===== src/logic/drt_pkg.sv =====
/* Shared constants and types of the DRAM type and PCI timer register bank.
   Assumes a 32-bit AXI4-Lite register bus and one 25 MHz clock. */
package drt_pkg;

	localparam int          DRT_AW         = 12;
	localparam int          DRT_DW         = 32;

	// Register indices; the byte address is four times the index.
	localparam logic [9:0]  DRT_IDX_ROW4   = 10'h067;
	localparam logic [9:0]  DRT_IDX_LOW    = 10'h068;
	localparam logic [9:0]  DRT_IDX_WAIT   = 10'h069;
	localparam logic [9:0]  DRT_IDX_SLICE  = 10'h070;

	localparam logic [7:0]  DRT_RST_ROW4   = 8'h11;
	localparam logic [7:0]  DRT_RST_LOW    = 8'h00;
	localparam logic [7:0]  DRT_RST_WAIT   = 8'h03;
	localparam logic [7:0]  DRT_RST_SLICE  = 8'h20;

	// Writable bits of each register; all others read as zero.
	localparam logic [7:0]  DRT_MSK_ROW4   = 8'h11;
	localparam logic [7:0]  DRT_MSK_LOW    = 8'hFF;
	localparam logic [7:0]  DRT_MSK_WAIT   = 8'h07;
	localparam logic [7:0]  DRT_MSK_SLICE  = 8'hFC;

	localparam int          DRT_TYPE_HI    = 4;
	localparam int          DRT_TYPE_LO    = 0;
	localparam int          DRT_ROWS       = 5;

	// Wait limit used for the reserved codes 1xx, in clocks.
	localparam logic [3:0]  DRT_WAIT_MAX   = 4'h8;

	localparam logic [1:0]  DRT_RESP_OKAY  = 2'h0;
	localparam logic [1:0]  DRT_RESP_SLV   = 2'h2;

	typedef enum logic [1:0] {
		DRT_SPM   = 2'b00,
		DRT_EDO   = 2'b01,
		DRT_SDRAM = 2'b10,
		DRT_OFF   = 2'b11
	} drt_mem_kind_type;

	typedef enum logic [0:0] {
		DRT_WR_IDLE = 1'b0,
		DRT_WR_RESP = 1'b1
	} drt_wr_state_type;

	typedef struct packed {
		logic       start;
		logic [2:0] row;
	} drt_cyc_req_type;

	typedef struct packed {
		logic             go;
		drt_mem_kind_type kind;
		logic [2:0]       row;
	} drt_cyc_out_type;

endpackage : drt_pkg


===== src/logic/drt_wait_limit.sv =====
/* Target wait-state limiter for the burst part of a PCI target transfer.
   Assumes burst and data-ready inputs from logic on the same clock. */
`timescale 1ns/1ns
module drt_wait_limit (
	input  wire logic       aclk,
	input  wire logic       aresetn,
	input  wire logic [2:0] wait_limit_code,
	input  wire logic       burst_active,
	input  wire logic       data_ready,
	output logic            target_ready_r
);

	logic [3:0] wait_cnt_r;
	logic [3:0] wait_cnt_nxt;

	function automatic logic [3:0] drt_limit(input logic [2:0] code);
		if (code[2]) begin
			return drt_pkg::DRT_WAIT_MAX;
		end
		return {1'b0, code[1:0], 1'b0} + 4'h2;
	endfunction : drt_limit

	assign wait_cnt_nxt = wait_cnt_r + 4'h1;

	always_ff @(posedge aclk) begin
		if (!aresetn) begin
			wait_cnt_r     <= 4'h0;
			target_ready_r <= 1'b0;
		end else if (!burst_active) begin
			wait_cnt_r     <= 4'h0;
			target_ready_r <= 1'b0;
		end else if (target_ready_r) begin
			wait_cnt_r     <= 4'h0;
			target_ready_r <= data_ready;
		end else begin
			wait_cnt_r     <= wait_cnt_nxt;
			target_ready_r <= data_ready ||
				(wait_cnt_nxt >= drt_limit(wait_limit_code));
		end
	end
endmodule : drt_wait_limit


===== src/logic/drt_time_slice.sv =====
/* Guaranteed ownership window of the current PCI initiator.
   Assumes grant_start pulses on the first clock of a new grant. */
`timescale 1ns/1ns
module drt_time_slice (
	input  wire logic       aclk,
	input  wire logic       aresetn,
	input  wire logic [7:0] time_slice_count,
	input  wire logic       grant_start,
	input  wire logic       other_req,
	output logic            handover_r
);

	logic [7:0] remain_r;
	logic [7:0] remain_nxt;
	logic [7:0] elapsed_r;
	logic       slice_off;

	assign slice_off = (time_slice_count == 8'h00);

	always_comb begin
		if (grant_start) begin
			remain_nxt = time_slice_count - 8'h01;
		end else if (remain_r != 8'h00) begin
			remain_nxt = remain_r - 8'h01;
		end else begin
			remain_nxt = 8'h00;
		end
	end

	always_ff @(posedge aclk) begin
		if (!aresetn) begin
			remain_r <= 8'h00;
		end else begin
			remain_r <= slice_off ? 8'h00 : remain_nxt;
		end
	end

	always_ff @(posedge aclk) begin
		if (!aresetn) begin
			handover_r <= 1'b0;
		end else begin
			handover_r <= other_req && !grant_start &&
				(slice_off || remain_nxt == 8'h00);
		end
	end

	// The elapsed count only feeds the checks below.
	always_ff @(posedge aclk) begin
		if (!aresetn) begin
			elapsed_r <= 8'hFF;
		end else if (grant_start) begin
			elapsed_r <= 8'h01;
		end else if (elapsed_r != 8'hFF) begin
			elapsed_r <= elapsed_r + 8'h01;
		end
	end
endmodule : drt_time_slice


===== src/logic/drt_regs_top.sv =====
/* DRAM row type and PCI timer registers behind an AXI4-Lite slave, with
   the row type lookup, the target wait limiter and the time slice.
   Assumes all request inputs come from logic on aclk. */
`timescale 1ns/1ns
module drt_regs_top (
	input  wire logic                     aclk,
	input  wire logic                     aresetn,
	input  wire logic [11:0]              s_axi_awaddr,
	input  wire logic [2:0]               s_axi_awprot,
	input  wire logic                     s_axi_awvalid,
	output logic                          s_axi_awready,
	input  wire logic [31:0]              s_axi_wdata,
	input  wire logic [3:0]               s_axi_wstrb,
	input  wire logic                     s_axi_wvalid,
	output logic                          s_axi_wready,
	output logic [1:0]                    s_axi_bresp,
	output logic                          s_axi_bvalid,
	input  wire logic                     s_axi_bready,
	input  wire logic [11:0]              s_axi_araddr,
	input  wire logic [2:0]               s_axi_arprot,
	input  wire logic                     s_axi_arvalid,
	output logic                          s_axi_arready,
	output logic [31:0]                   s_axi_rdata,
	output logic [1:0]                    s_axi_rresp,
	output logic                          s_axi_rvalid,
	input  wire logic                     s_axi_rready,
	input  wire drt_pkg::drt_cyc_req_type cyc_req,
	output drt_pkg::drt_cyc_out_type      cyc_out_r,
	output logic                          row4_pins_active_r,
	input  wire logic                     burst_active,
	input  wire logic                     burst_data_ready,
	output logic                          target_ready_r,
	input  wire logic                     grant_start,
	input  wire logic                     other_req,
	output logic                          handover_r
);

	localparam logic [2:0] SEL_NONE  = 3'h0;
	localparam logic [2:0] SEL_ROW4  = 3'h1;
	localparam logic [2:0] SEL_LOW   = 3'h2;
	localparam logic [2:0] SEL_WAIT  = 3'h3;
	localparam logic [2:0] SEL_SLICE = 3'h4;

	drt_pkg::drt_wr_state_type wr_state_r;
	logic [7:0]                row4_type_reg_r;
	logic [7:0]                rows_low_type_reg_r;
	logic [7:0]                target_wait_limit_reg_r;
	logic [7:0]                time_slice_reg_r;
	logic                      aw_held_r;
	logic                      w_held_r;
	logic [11:0]               aw_addr_r;
	logic [7:0]                w_byte_r;
	logic                      w_lane_r;
	logic [2:0]                wr_sel;
	logic                      wr_fire;
	logic [2:0]                rd_sel;
	logic [7:0]                rd_byte;
	drt_pkg::drt_mem_kind_type row_kind [drt_pkg::DRT_ROWS];
	drt_pkg::drt_mem_kind_type row_kind_sel;
	logic                      row_usable;

	function automatic logic [2:0] drt_sel(input logic [11:0] a);
		case (a[11:2])
			drt_pkg::DRT_IDX_ROW4:  return SEL_ROW4;
			drt_pkg::DRT_IDX_LOW:   return SEL_LOW;
			drt_pkg::DRT_IDX_WAIT:  return SEL_WAIT;
			drt_pkg::DRT_IDX_SLICE: return SEL_SLICE;
			default:                return SEL_NONE;
		endcase
	endfunction : drt_sel

	// Write address and data are taken in either order and held here.
	always_ff @(posedge aclk) begin
		if (!aresetn) begin
			aw_held_r <= 1'b0;
			aw_addr_r <= 12'h000;
		end else if (s_axi_awvalid && s_axi_awready) begin
			aw_held_r <= 1'b1;
			aw_addr_r <= s_axi_awaddr;
		end else if (s_axi_bvalid && s_axi_bready) begin
			aw_held_r <= 1'b0;
		end
	end

	always_ff @(posedge aclk) begin
		if (!aresetn) begin
			w_held_r <= 1'b0;
			w_byte_r <= 8'h00;
			w_lane_r <= 1'b0;
		end else if (s_axi_wvalid && s_axi_wready) begin
			w_held_r <= 1'b1;
			w_byte_r <= s_axi_wdata[7:0];
			w_lane_r <= s_axi_wstrb[0];
		end else if (s_axi_bvalid && s_axi_bready) begin
			w_held_r <= 1'b0;
		end
	end

	// Ready drops on acceptance so a second beat cannot overrun the hold.
	always_ff @(posedge aclk) begin
		if (!aresetn) begin
			s_axi_awready <= 1'b1;
			s_axi_wready  <= 1'b1;
		end else begin
			if (s_axi_awvalid && s_axi_awready) begin
				s_axi_awready <= 1'b0;
			end else if (s_axi_bvalid && s_axi_bready) begin
				s_axi_awready <= 1'b1;
			end
			if (s_axi_wvalid && s_axi_wready) begin
				s_axi_wready <= 1'b0;
			end else if (s_axi_bvalid && s_axi_bready) begin
				s_axi_wready <= 1'b1;
			end
		end
	end

	assign wr_sel  = drt_sel(aw_addr_r);
	assign wr_fire = aw_held_r && w_held_r &&
		(wr_state_r == drt_pkg::DRT_WR_IDLE);

	always_ff @(posedge aclk) begin
		if (!aresetn) begin
			wr_state_r   <= drt_pkg::DRT_WR_IDLE;
			s_axi_bvalid <= 1'b0;
			s_axi_bresp  <= drt_pkg::DRT_RESP_OKAY;
		end else begin
			case (wr_state_r)
				drt_pkg::DRT_WR_IDLE: begin
					if (wr_fire) begin
						wr_state_r   <= drt_pkg::DRT_WR_RESP;
						s_axi_bvalid <= 1'b1;
						s_axi_bresp  <= (wr_sel == SEL_NONE) ?
							drt_pkg::DRT_RESP_SLV :
							drt_pkg::DRT_RESP_OKAY;
					end
				end
				drt_pkg::DRT_WR_RESP: begin
					if (s_axi_bready) begin
						wr_state_r   <= drt_pkg::DRT_WR_IDLE;
						s_axi_bvalid <= 1'b0;
					end
				end
				default: begin
					wr_state_r   <= drt_pkg::DRT_WR_IDLE;
					s_axi_bvalid <= 1'b0;
				end
			endcase
		end
	end

	always_ff @(posedge aclk) begin
		if (!aresetn) begin
			row4_type_reg_r <= drt_pkg::DRT_RST_ROW4;
		end else if (wr_fire && w_lane_r && wr_sel == SEL_ROW4) begin
			row4_type_reg_r <= w_byte_r & drt_pkg::DRT_MSK_ROW4;
		end
	end

	always_ff @(posedge aclk) begin
		if (!aresetn) begin
			rows_low_type_reg_r <= drt_pkg::DRT_RST_LOW;
		end else if (wr_fire && w_lane_r && wr_sel == SEL_LOW) begin
			rows_low_type_reg_r <= w_byte_r & drt_pkg::DRT_MSK_LOW;
		end
	end

	always_ff @(posedge aclk) begin
		if (!aresetn) begin
			target_wait_limit_reg_r <= drt_pkg::DRT_RST_WAIT;
		end else if (wr_fire && w_lane_r && wr_sel == SEL_WAIT) begin
			target_wait_limit_reg_r <= w_byte_r & drt_pkg::DRT_MSK_WAIT;
		end
	end

	// low two bits held at zero
	always_ff @(posedge aclk) begin
		if (!aresetn) begin
			time_slice_reg_r <= drt_pkg::DRT_RST_SLICE;
		end else if (wr_fire && w_lane_r && wr_sel == SEL_SLICE) begin
			time_slice_reg_r <= w_byte_r & drt_pkg::DRT_MSK_SLICE;
		end
	end

	// Reads answer one clock after the address is taken.
	assign rd_sel = drt_sel(s_axi_araddr);

	always_comb begin
		case (rd_sel)
			SEL_ROW4:  rd_byte = row4_type_reg_r;
			SEL_LOW:   rd_byte = rows_low_type_reg_r;
			SEL_WAIT:  rd_byte = target_wait_limit_reg_r;
			SEL_SLICE: rd_byte = time_slice_reg_r;
			default:   rd_byte = 8'h00;
		endcase
	end

	always_ff @(posedge aclk) begin
		if (!aresetn) begin
			s_axi_arready <= 1'b1;
			s_axi_rvalid  <= 1'b0;
			s_axi_rdata   <= 32'h00000000;
			s_axi_rresp   <= drt_pkg::DRT_RESP_OKAY;
		end else if (s_axi_arvalid && s_axi_arready) begin
			s_axi_arready <= 1'b0;
			s_axi_rvalid  <= 1'b1;
			s_axi_rdata   <= {24'h000000, rd_byte};
			s_axi_rresp   <= (rd_sel == SEL_NONE) ?
				drt_pkg::DRT_RESP_SLV : drt_pkg::DRT_RESP_OKAY;
		end else if (s_axi_rvalid && s_axi_rready) begin
			s_axi_arready <= 1'b1;
			s_axi_rvalid  <= 1'b0;
		end
	end

	// reserved pair falls back to page mode
	for (genvar g = 0; g < 4; g++) begin : g_low_rows
		logic [1:0] pair;
		assign pair = {rows_low_type_reg_r[g + drt_pkg::DRT_TYPE_HI],
			rows_low_type_reg_r[g + drt_pkg::DRT_TYPE_LO]};
		assign row_kind[g] = (pair == 2'b11) ? drt_pkg::DRT_SPM :
			drt_pkg::drt_mem_kind_type'(pair);
	end

	// row 4 field from bits 4 and 0
	assign row_kind[4] = drt_pkg::drt_mem_kind_type'(
		{row4_type_reg_r[drt_pkg::DRT_TYPE_HI],
		row4_type_reg_r[drt_pkg::DRT_TYPE_LO]});

	always_comb begin
		row_kind_sel = drt_pkg::DRT_SPM;
		row_usable   = 1'b0;
		case (cyc_req.row)
			3'h0, 3'h1, 3'h2, 3'h3: begin
				row_kind_sel = row_kind[cyc_req.row[1:0]];
				row_usable   = 1'b1;
			end
			3'h4: begin
				row_kind_sel = row_kind[4];
				row_usable   = (row_kind[4] != drt_pkg::DRT_OFF);
			end
			default: begin
				row_kind_sel = drt_pkg::DRT_SPM;
				row_usable   = 1'b0;
			end
		endcase
	end

	// type looked up at cycle start
	always_ff @(posedge aclk) begin
		if (!aresetn) begin
			cyc_out_r <= '{go: 1'b0, kind: drt_pkg::DRT_SPM, row: 3'h0};
		end else begin
			cyc_out_r.go   <= cyc_req.start && row_usable;
			cyc_out_r.kind <= row_kind_sel;
			cyc_out_r.row  <= cyc_req.row;
		end
	end

	// row 4 pins follow the register
	always_ff @(posedge aclk) begin
		if (!aresetn) begin
			row4_pins_active_r <= 1'b0;
		end else begin
			row4_pins_active_r <=
				(row4_type_reg_r != drt_pkg::DRT_RST_ROW4);
		end
	end

	drt_wait_limit u_wait (
		.aclk            (aclk),
		.aresetn         (aresetn),
		.wait_limit_code (target_wait_limit_reg_r[2:0]),
		.burst_active    (burst_active),
		.data_ready      (burst_data_ready),
		.target_ready_r  (target_ready_r)
	);

	drt_time_slice u_slice (
		.aclk             (aclk),
		.aresetn          (aresetn),
		.time_slice_count (time_slice_reg_r),
		.grant_start      (grant_start),
		.other_req        (other_req),
		.handover_r       (handover_r)
	);
endmodule : drt_regs_top


===== config.mk =====
export PLATFORM = sky130hd
export DESIGN_NAME = drt_regs_top
export DESIGN_NICKNAME = d
export VERILOG_FILES = /design/src/logic/drt_pkg.sv /design/src/logic/drt_wait_limit.sv /design/src/logic/drt_time_slice.sv /design/src/logic/drt_regs_top.sv
export SDC_FILE = /design/constraint.sdc
export NUM_CORES = 1
export LEC_CHECK = 0
export BUFFER_PORTS_ARGS = -buffer_cell sky130_fd_sc_hd__buf_2
export CORE_AREA = 2 2 96 98
export CTS_BUF_LIST = sky130_fd_sc_hd__clkbuf_8
export DETAILED_ROUTE_END_ITERATION = 12
export DIE_AREA = 0 0 98 100
export GPL_ROUTABILITY_DRIVEN = 1
export PLACE_DENSITY = 0.68
export SLEW_MARGIN = 15
export SYNTH_ARGS = -nofsm -noshare
export SYNTH_HDL_FRONTEND = slang
export SYNTH_HIERARCHICAL = 1
export SYNTH_SLANG_ARGS = --single-unit

===== constraint.sdc =====
create_clock -name aclk -period 5.4 [get_ports aclk]
set_clock_uncertainty 0.2 [all_clocks]
set_input_delay 0.27 -clock aclk [delete_from_list [all_inputs] [get_ports aclk]]
set_output_delay 0.27 -clock aclk [all_outputs]
set_load 0.005 [all_outputs]

# [Word-level counts from Yosys, hierarchy flattened]
# Cells that the tools add are included.
[word_totals] in_bits=81 out_inout_bits=50 elab_cells=138 reg_bits=81
[op_classes] n_reduce_logical=33 muxes=42 bitwise_logic=4 n_eq_ne=27 n_addsub=4 n_lt_le_gt_ge=2
[ops] cell="== test 10 x 7 -> 1 bit (second input constant)" n=8
[ops] cell="one-hot mux 8 bit (4 select lines)" n=1
[ops] cell="one-hot mux 3 bit (4 select lines)" n=2
[ops] cell="two-way mux 4 bit" n=5
[ops] cell="two-way mux 1 bit" n=19
[ops] cell="== test 3 x 2 -> 1 bit (second input constant)" n=6
[ops] cell="zero test 8 bit" n=2
[ops] cell="two-way mux 2 bit" n=8
[ops] cell="two-way mux 8 bit" n=2
[ops] cell="subtractor 8 x 1 -> 8 bit (second input constant)" n=2
[ops] cell="logical AND 1 bit" n=15
[ops] cell="== test 3 x 1 -> 1 bit (second input constant)" n=3
[ops] cell="== test 3 bit (second input constant)" n=3
[ops] cell="zero test 3 bit" n=3
[ops] cell="== test 2 bit (second input constant)" n=4
[ops] cell="nonzero test 8 bit" n=1
[ops] cell="binary-select mux 2 bit (select 3 bit)" n=1
[ops] cell="!= test 2 bit (second input constant)" n=3
[ops] cell="one-hot mux 1 bit (2 select lines)" n=3
[ops] cell="AND reduction 2 bit" n=3
[ops] cell="nonzero test 2 bit" n=3
[ops] cell="adder 3 x 2 -> 4 bit (second input constant)" n=1
[ops] cell="adder 4 x 1 -> 4 bit (second input constant)" n=1
[ops] cell=">= comparator 3 x 4 -> 1 bit (second input constant)" n=1
[ops] cell="other kinds (9)" n=12

# [Longest topological paths before layout]
# Gate-level depths: netlist of run 1.
[logic_depth] ltp_word=11 ltp_mapped=7 ltp_nobuf=7

# [By module]
# Netlist of run 1, hierarchy kept.
[modules_own_cells] mod="drt_regs_top" cells_per_inst=325 area_per_inst_um2=2812.7 seq_area_each_um2=1261.2 n_inst=1
[modules_own_cells] mod="drt_time_slice" cells_per_inst=84 area_per_inst_um2=700.7 seq_area_each_um2=180.2 n_inst=1
[modules_own_cells] mod="drt_wait_limit" cells_per_inst=28 area_per_inst_um2=286.5 seq_area_each_um2=100.1 n_inst=1

# [Least setup slack after synthesis of run 1]
# OpenSTA, ideal clock, no wires.
[synth_path] path_type="reg2reg" from="reg aw_addr_r[5]" to="reg rows_low_type_reg_r[4]" arrival_time_ns=1.489 setup_ns=0.128 n_path_buf=1 path_slack_ns=3.583 required_time_ns=5.072 synth_period_minus_slack_ns=1.817 path_stages_with_launch=7 cell_sequence="dfxtp_1 -> or3b_2 -> a21boi_0 -> nand4b_1 -> buf_4 -> mux2i_1 -> nor2_1"
[synth_via] elab_chain_len=4 word_cells_on_any_way=7 classes_between="eq/ne (5); mux (1); reduce/logical (1)"
[synth_lines] item="start, declared" line="drt_regs_top.sv:51" text="logic [11:0] aw_addr_r;"
[synth_lines] item="start signal, assigned" line="drt_regs_top.sv:79" text="aw_addr_r <= s_axi_awaddr;"
[synth_lines] item="== test 10 x 7 -> 1 bit" line="drt_regs_top.sv:63" text="case (a[11:2])"
[synth_lines] item="one-hot mux 3 bit (4 select lines) (*)" line="drt_regs_top.sv:63"
[synth_lines] item="== test 3 x 2 -> 1 bit (*)" line="drt_regs_top.sv:163" text="end else if (wr_fire && w_lane_r && wr_sel == SEL_LOW) begin"
[synth_lines] item="logical AND 1 bit (*)" line="drt_regs_top.sv:163"
[synth_lines] item="end signal, assigned" line="drt_regs_top.sv:162" text="rows_low_type_reg_r <= drt_pkg::DRT_RST_LOW;"
[synth_lines] item="end signal, assigned" line="drt_regs_top.sv:164" text="rows_low_type_reg_r <= w_byte_r & drt_pkg::DRT_MSK_LOW;"
[synth_lines] item="end, declared" line="drt_regs_top.sv:46" text="logic [7:0] rows_low_type_reg_r;"
# Every way passes the cells marked *; elsewhere a longest branch is shown, timed or not.
# A chain may end at the register's enable or synchronous reset.

# [Worst setup path after layout of run 1]
[layout_path] from="reg aw_addr_r[11]" to="reg rows_low_type_reg_r[0]"
# The elaborated chain is that of the path after synthesis.

==> results of run 1 <==
-- sequential cells by signal, indices dropped and copies added (netlist names), 2 cells and up --
name                     flops
aw_addr_r                   10
rows_low_type_reg_r          8
s_axi_rdata                  8
u_slice/remain_r             8
w_byte_r                     8
cyc_out_r                    6
time_slice_reg_r             6
u_wait/wait_cnt_r            4
target_wait_limit_reg_r      3
row4_type_reg_r              2
-- per-layer routing --
metal	routed length, microns	part of all wire [%]	track usage [%]	vias up
met5	0	0	0	-
met4	114	1.4	5.24	0
met3	411	4.9	3.90	11
met2	3800	45	27.9	86
met1	4030	48	23.3	1518
li1	-	-	-	1661
-- synth_stat cells (4+ instances only) --
cell	number
a21oi_1	33
a22oi_1	6
a31oi_1	4
and2_1	6
buf_4	27
clkbuf_1	6
dfxtp_1	77
ha_1	9
inv_1	14
mux2i_1	21
nand2_1	67
nand2b_1	6
nand3_1	7
nand3b_1	5
nand4_1	4
nor2_1	41
nor2b_1	4
nor3_1	7
nor3b_1	9
o21ai_0	15
xor2_1	7
-- final cells by class --
cell class	count	area, sq um
clock buffers	11	151
clock inverters	5	33.8
fillers	830	4330
inverters	15	56.3
multi-input cells	337	2060
flip-flops and latches	77	1540
well taps	111	139
repair buffers	91	576
-- cells by family after synthesis --
family                     Yosys count  share of synthesized area (%)
adders and majority gates            9                           2.96
xor gates and xnor gates             9                           2.27
other                                1                         0.0987
DFF                                 77                           40.6
and+or+nand+nor                    179                           24.9
buffers and inverters               52                           8.00
AOI/OAI and AO/OA                   89                           15.7
muxes                               21                           5.53
-- worst register-to-register path, stage by stage, from the launching register on --
cell and delay (ps):
dfxtp_1 320, nor4_1 690, nand4b_1 660, mux2i_1 340, nor2_1 60
-- worst paths after layout --
check / start / to / slack [ps] / cells past startpoint
setup / recovery: aw_addr_r[11] / rows_low_type_reg_r[0] / 3010 / 4
hold / removal: cyc_req[2] / cyc_out_r[2] / 30 / 2
setup reg to reg: aw_addr_r[11] / rows_low_type_reg_r[0] / 3010 / 4
hold reg to reg: s_axi_rdata[3] / s_axi_rdata[3] / 250 / 2
-- metrics by stage --
step,setup WS (ps),instance area [sq um],hold WS (ps)
6_report,3010,4560,32.1
2_1_floorplan,3580,3910,192
5_1_grt,2850,4560,40.2
3_5_place_dp,3050,4140,239
3_3_place_gp,3080,4140,241
4_1_cts,3040,4560,23.7
-- power breakdown --
part | switching, W | total (W) | leakage [nW] | internal [W]
combinational | 0.0000913 | 0.000165 | 1.33 | 0.0000733
sequential | 0.0000206 | 0.000612 | 0.629 | 0.000591
clock | 0.000214 | 0.000406 | 0.0917 | 0.000192
total | 0.000326 | 0.00118 | 2.05 | 0.000856
-- what timing repair did --
action / 4_1_cts / 5_1_grt
setup endpoints to repair: 0 / 0
hold endpoints to repair: 23 / 0
hold buffers: 24 / 0
resized for setup: 0 / 0
==> reports/qor.yml, run 1 <==
status: "completed"
max_freq_mhz: 418
drtIter0Drc: 129
cts_buffer_depth: 2
required_ps: 5410
syn_inst: 437
mostFrequentLayoutCells: "dfxtp_1, nand2_1, buf_2"
worstSetupStartpointType: "register"
ys_ff_latch: 77
crit_type: "register to register"
worstPathArrival_ps: 2400
drive_gt1_share_pct: 19.0
finalCriticalPeriod_ps: 2390
hpwl_microns: 5860
crit_buf_inv: 0
wl_per_cell_microns: 12.9
synthTopCellsByArea: "dfxtp_1, nand2_1, mux2i_1"
drtPass1Iterations: 4
async_flop_share_pct: 0
cp-end-kind: "register"
crit_family: "simple AND/OR/NAND/NOR gates"
finalNonFillerCells: 647
cts_tree: "built"
synth-edff-count: 0
place_inst: 607
grt_antenna_before_repair: 0
yosysTopAreaCellShare_pct: 40.6
die_area_sq_um: 9800
drv_slew: 0
start_util_pct: 42.7
globalRouteOverflowTotal: 0
yosysWarnings: 6
drv_cap: 0
total_power_w: 0.00118
vias_per_cell: 5.06
peakVddDrop_uv: 118
power-per-cell-area_nw_per_um2: 259
ant_nets: 0
fin_tns_setup_ps: 0
critPathMaxStageDelay_ps: 690
insertion_delay_ps: 350
cts_max_level: 3
layout_commonest_cell: "dfxtp_1"
area_growth_pct: 20.0
hold_class: "primary input to register"
grt_start_max_net_pins: 47
yosysSeqAreaShare_pct: 40.6
p_leak_nw: 2.05
post-cts-setup-buffers: 0
clk_pin_slew_ps: 80
hold_viol: 0
synth_cell_type_count: 64
crit_fanout: 8
rsz0062_at_grt: "no"
ioPinCount: 131
fin_crit_sh_pct: 44.3
crit_slowest_cell: "nor4_1"
routed_wl_microns: 8360
grt_pass1_wl_microns: 13900
cts-root-buf: "clkbuf_8"
yosys_most_used_dff: "dfxtp_1"
post-route-util_pct: 51.3
drc: 0
core_sq_um: 8890
synth_area_sq_um: 3800
cts_sinks: 77
synth_top_cell_by_area: "dfxtp_1"
crit_chain: "nor4_1, nand4b_1, mux2i_1, nor2_1"
setup_violations: 0
globalplace.congestion: 0.856
tightest_slew_ps: 772
synth_area_per_cell_sq_um: 8.70
slew_headroom_pct: 48.1
via_count: 3276
first_global_vias: 3041
chipWidth_microns: 98
num_antenna_cells: 0
fin_nets: 621
placementRows: 35
globalRouteTotalUtil_pct: 17.3
die_h_microns: 100
cts_made_buffers: 9
io_buffers: 67
Note: power is estimated with default switching activity, not from simulation.
==> run 2, diff against run 1 <==
--- a/config.mk
+++ b/config.mk
@@ -5,13 +5,14 @@
 export SDC_FILE = /design/constraint.sdc
 export NUM_CORES = 1
 export LEC_CHECK = 0
+export ABC_AREA = 1
 export BUFFER_PORTS_ARGS = -buffer_cell sky130_fd_sc_hd__buf_2
-export CORE_AREA = 2 2 96 98
+export CORE_AREA = 2 2 98 100
 export CTS_BUF_LIST = sky130_fd_sc_hd__clkbuf_8
 export DETAILED_ROUTE_END_ITERATION = 12
-export DIE_AREA = 0 0 98 100
+export DIE_AREA = 0 0 100 102
 export GPL_ROUTABILITY_DRIVEN = 1
-export PLACE_DENSITY = 0.68
+export PLACE_DENSITY = 0.67
 export SLEW_MARGIN = 15
 export SYNTH_ARGS = -nofsm -noshare
 export SYNTH_HDL_FRONTEND = slang
==> constraint.sdc (replaced) <==
create_clock -name aclk -period 2.35 [get_ports aclk]
set_clock_uncertainty 0.2 [all_clocks]
set_input_delay 0.1175 -clock aclk [delete_from_list [all_inputs] [get_ports aclk]]
set_output_delay 0.1175 -clock aclk [all_outputs]
set_load 0.005 [all_outputs]
==> reports/qor.yml, run 2 <==
largest_register_ffs: 10  # unchanged
synth_top_family_by_area: "simple AND/OR/NAND/NOR gates"
tightest_slew_ps: 682  # -89.7 ps
post-route-util_pct: 52.7  # +1.4 points
holdPathStages: 4  # +2
hold_class: "primary input to register"
yosysSeqAreaShare_pct: 39.0  # -1.5 points
chipWidth_microns: 100  # +2.0%
vias_per_cell: 4.85  # -4.2%
max_freq_mhz: 577  # +38%
ys_ff_latch: 77  # unchanged
synth.most_common_cell: "nand2_1"
drv_cap: 0  # unchanged
globalRouteOverflowTotal: 0  # unchanged
cts-root-buf: "clkbuf_8"
grt_antenna_before_repair: 0  # unchanged
syn_inst: 564  # +29%
cts_made_buffers: 9  # unchanged
async_flop_share_pct: 0  # unchanged
synth-edff-count: 0  # unchanged
cts_buffer_depth: 2  # unchanged
worstPathArrival_ps: 1790  # -610 ps
wl_per_cell_microns: 11.8  # -8.5%
crit_fanout: 5  # -3
clk_pin_slew_ps: 80  # about the same
synth_area_sq_um: 3950  # +4.0%
finalNonFillerCells: 778  # +20%
synthAdderAreaFrac_pct: 2.85  # -0.11 points
hold_viol: 0  # unchanged
num_antenna_cells: 0  # unchanged
r2r-end: "u_wait/target_ready_r"
insertion_delay_ps: 350  # about the same
fin_nets: 752  # +21%
drtIter0Drc: 201  # +56%
core_sq_um: 9110  # +2.5%
grt_start_max_net_pins: 44  # -6.4%
setup_violations: 0  # unchanged
crit_type: "register to register"
slew_headroom_pct: 54.3  # +6.3 points
hold-worst-slack_ps: 68.2  # +36.0 ps
ioPinCount: 131  # unchanged
p_leak_nw: 2.24  # +8.9%
io_buffers: 67  # unchanged
cts_tree: "built"
synth_compound_area_share_pct: 12.3  # -3.4 points
yosysTopAreaCellShare_pct: 39.0  # -1.5 points
power-per-cell-area_nw_per_um2: 622  # +140%
mostFrequentLayoutCells: "nand2_1, dfxtp_1, nor2_1"
synthTopCellsByArea: "dfxtp_1, nand2_1, nor2_1"
yosysWarnings: 6  # unchanged
cts_sinks: 77  # unchanged
required_ps: 2410  # -3000 ps
place_inst: 733  # +21%
whs_endpoint: "s_axi_rdata[4]"
fin_tns_setup_ps: 0  # unchanged
top_register: "aw_addr_r"
status: "completed"
routed_wl_microns: 9200  # +10%
fin_crit_sh_pct: 73.7  # +29 points
yosys.area_share.simple_pct: 32.4  # +7.6 points
die_h_microns: 102  # +2.0%
ant_nets: 0  # unchanged
globalplace.congestion: 0.821  # -4.2%
cts_max_level: 3  # unchanged
cts_resized: 0  # unchanged
start_util_pct: 43.4  # +0.62 points
yosys-mux-area-fraction_pct: 0  # -5.5 points
globalRouteTotalUtil_pct: 18.9  # +1.6 points
via_count: 3774  # +15%
rsz0062_at_grt: "no"
synth_cell_type_count: 35  # -45%
synth_top_cell_by_area: "dfxtp_1"
synth_commonest_cells: "nand2_1, dfxtp_1, nor2_1, inv_1, a21oi_1"
total_power_w: 0.00298  # +150%
drive_gt1_share_pct: 17.2  # -1.8 points
placementRows: 35  # unchanged
synth_area_per_cell_sq_um: 7.00  # -19%
synthXorXnorAreaFrac_pct: 0.222  # -2.1 points
min_from: "s_axi_arvalid"
finalCriticalPeriod_ps: 1730  # -658 ps
drtPass1Iterations: 4  # unchanged
yosys_most_used_dff: "dfxtp_1"
worstSetupStartpointType: "register"
drv_slew: 0  # unchanged
grt_pass1_wl_microns: 15300  # +9.9%
peakVddDrop_uv: 338  # +190%
area_growth_pct: 21.5
reg2reg_from: "u_wait/wait_cnt_r[0]"
drc: 0  # unchanged
postCtsHoldBufs: 29  # +21%
cp-end-kind: "register"
hpwl_microns: 6700  # +14%
first_global_vias: 3483  # +15%
layout_commonest_cell: "nand2_1"
reg2reg_depth: 11  # +7
post-cts-setup-buffers: 0  # unchanged
regToRegSetupSlack_ps: 620  # -2390 ps
die_area_sq_um: 10200  # +4.1%
==> run 2: cell count changes after synthesis, sizes merged, moves of 6 or more <==
cell    previous run  this run
a22oi              7         0
nand2             67       120
nor2              41        84
mux2i             21         0
xor2               7         0
and2               6         0
nor3b             10         0
nand3              8        43
o21ai             17        38
inv               15        63
a21oi             33        45
nand4              4        25
nand2b             6         0
==> run 2: power breakdown <==
group	total [W]	switching [W]	internal, W
registers	0.00142	0.0000484	0.00137
clock network	0.00111	0.000510	0.000603
logic	0.000454	0.000273	0.000181
==> run 2: area by class of cell <==
type	instances	area, sq um
inverters	65	244
fillers	922	4310
clock buffers	9	124
clock inverters	7	97.6
repair buffers	100	656
well taps	111	139
multi-input cells	409	2000
flip-flops and latches	77	1540
==> run 2: how the worst max path moves through the flow <==
| stage | start | to | slack, ps | depth (start not counted) |
|---|---|---|---|---|
| 2_1_floorplan | u_wait/wait_cnt_r[0] | u_wait/target_ready_r | 750 | 11 |
| 6_report | u_wait/wait_cnt_r[0] | u_wait/target_ready_r | 620 | 11 |
| 3_3_place_gp | u_wait/wait_cnt_r[0] | u_wait/target_ready_r | 650 | 11 |
| 5_1_grt | u_slice/remain_r[0] | u_slice/handover_r | 470 | 10 |
| 3_5_place_dp | s_axi_araddr[9] | s_axi_rdata[3] | 570 | 8 |
| 4_1_cts | u_wait/wait_cnt_r[0] | u_wait/target_ready_r | 600 | 11 |
==> run 2: metal layers <==
layer	up-vias	routed length [microns]	global-route usage (%)	share of wire, %
met3	15	305	2.94	3.3
met2	85	4480	34.0	49
met4	0	196	8.96	2.1
li1	1977	-	-	-
met5	-	0	0	0
met1	1697	4210	22.1	46
==> run 2: cells by family (layout without fill, tap and decap cells) <==
kind of cell / count (synthesis) / after routing
buffers and inverters: 106 / 181
and+or+nand+nor: 279 / 279
AOI/OAI and AO/OA: 91 / 91
DFF: 77 / 77
adders and majority gates: 9 / 9
xor gates and xnor gates: 1 / 1
other: 1 / 29
==> run 2: critical path, stage by stage, from the launching register on <==
cell and delay [ps]:
dfxtp_1 400, ha_1 170, inv_1 40, or2_1 230
nand2_1 90, ha_1 230, nand2_1 60, inv_1 30
nand2_1 50, nand2_1 50, nand2_1 60, nand2_1 40
==> run 2: through the flow <==
stage               setup WS, ps  instance area, sq um
floorplan                    750                  4060
global placement             653                  4290
detailed placement           572                  4290
CTS                          599                  4800
global route                 474                  4800
finish                       618                  4800
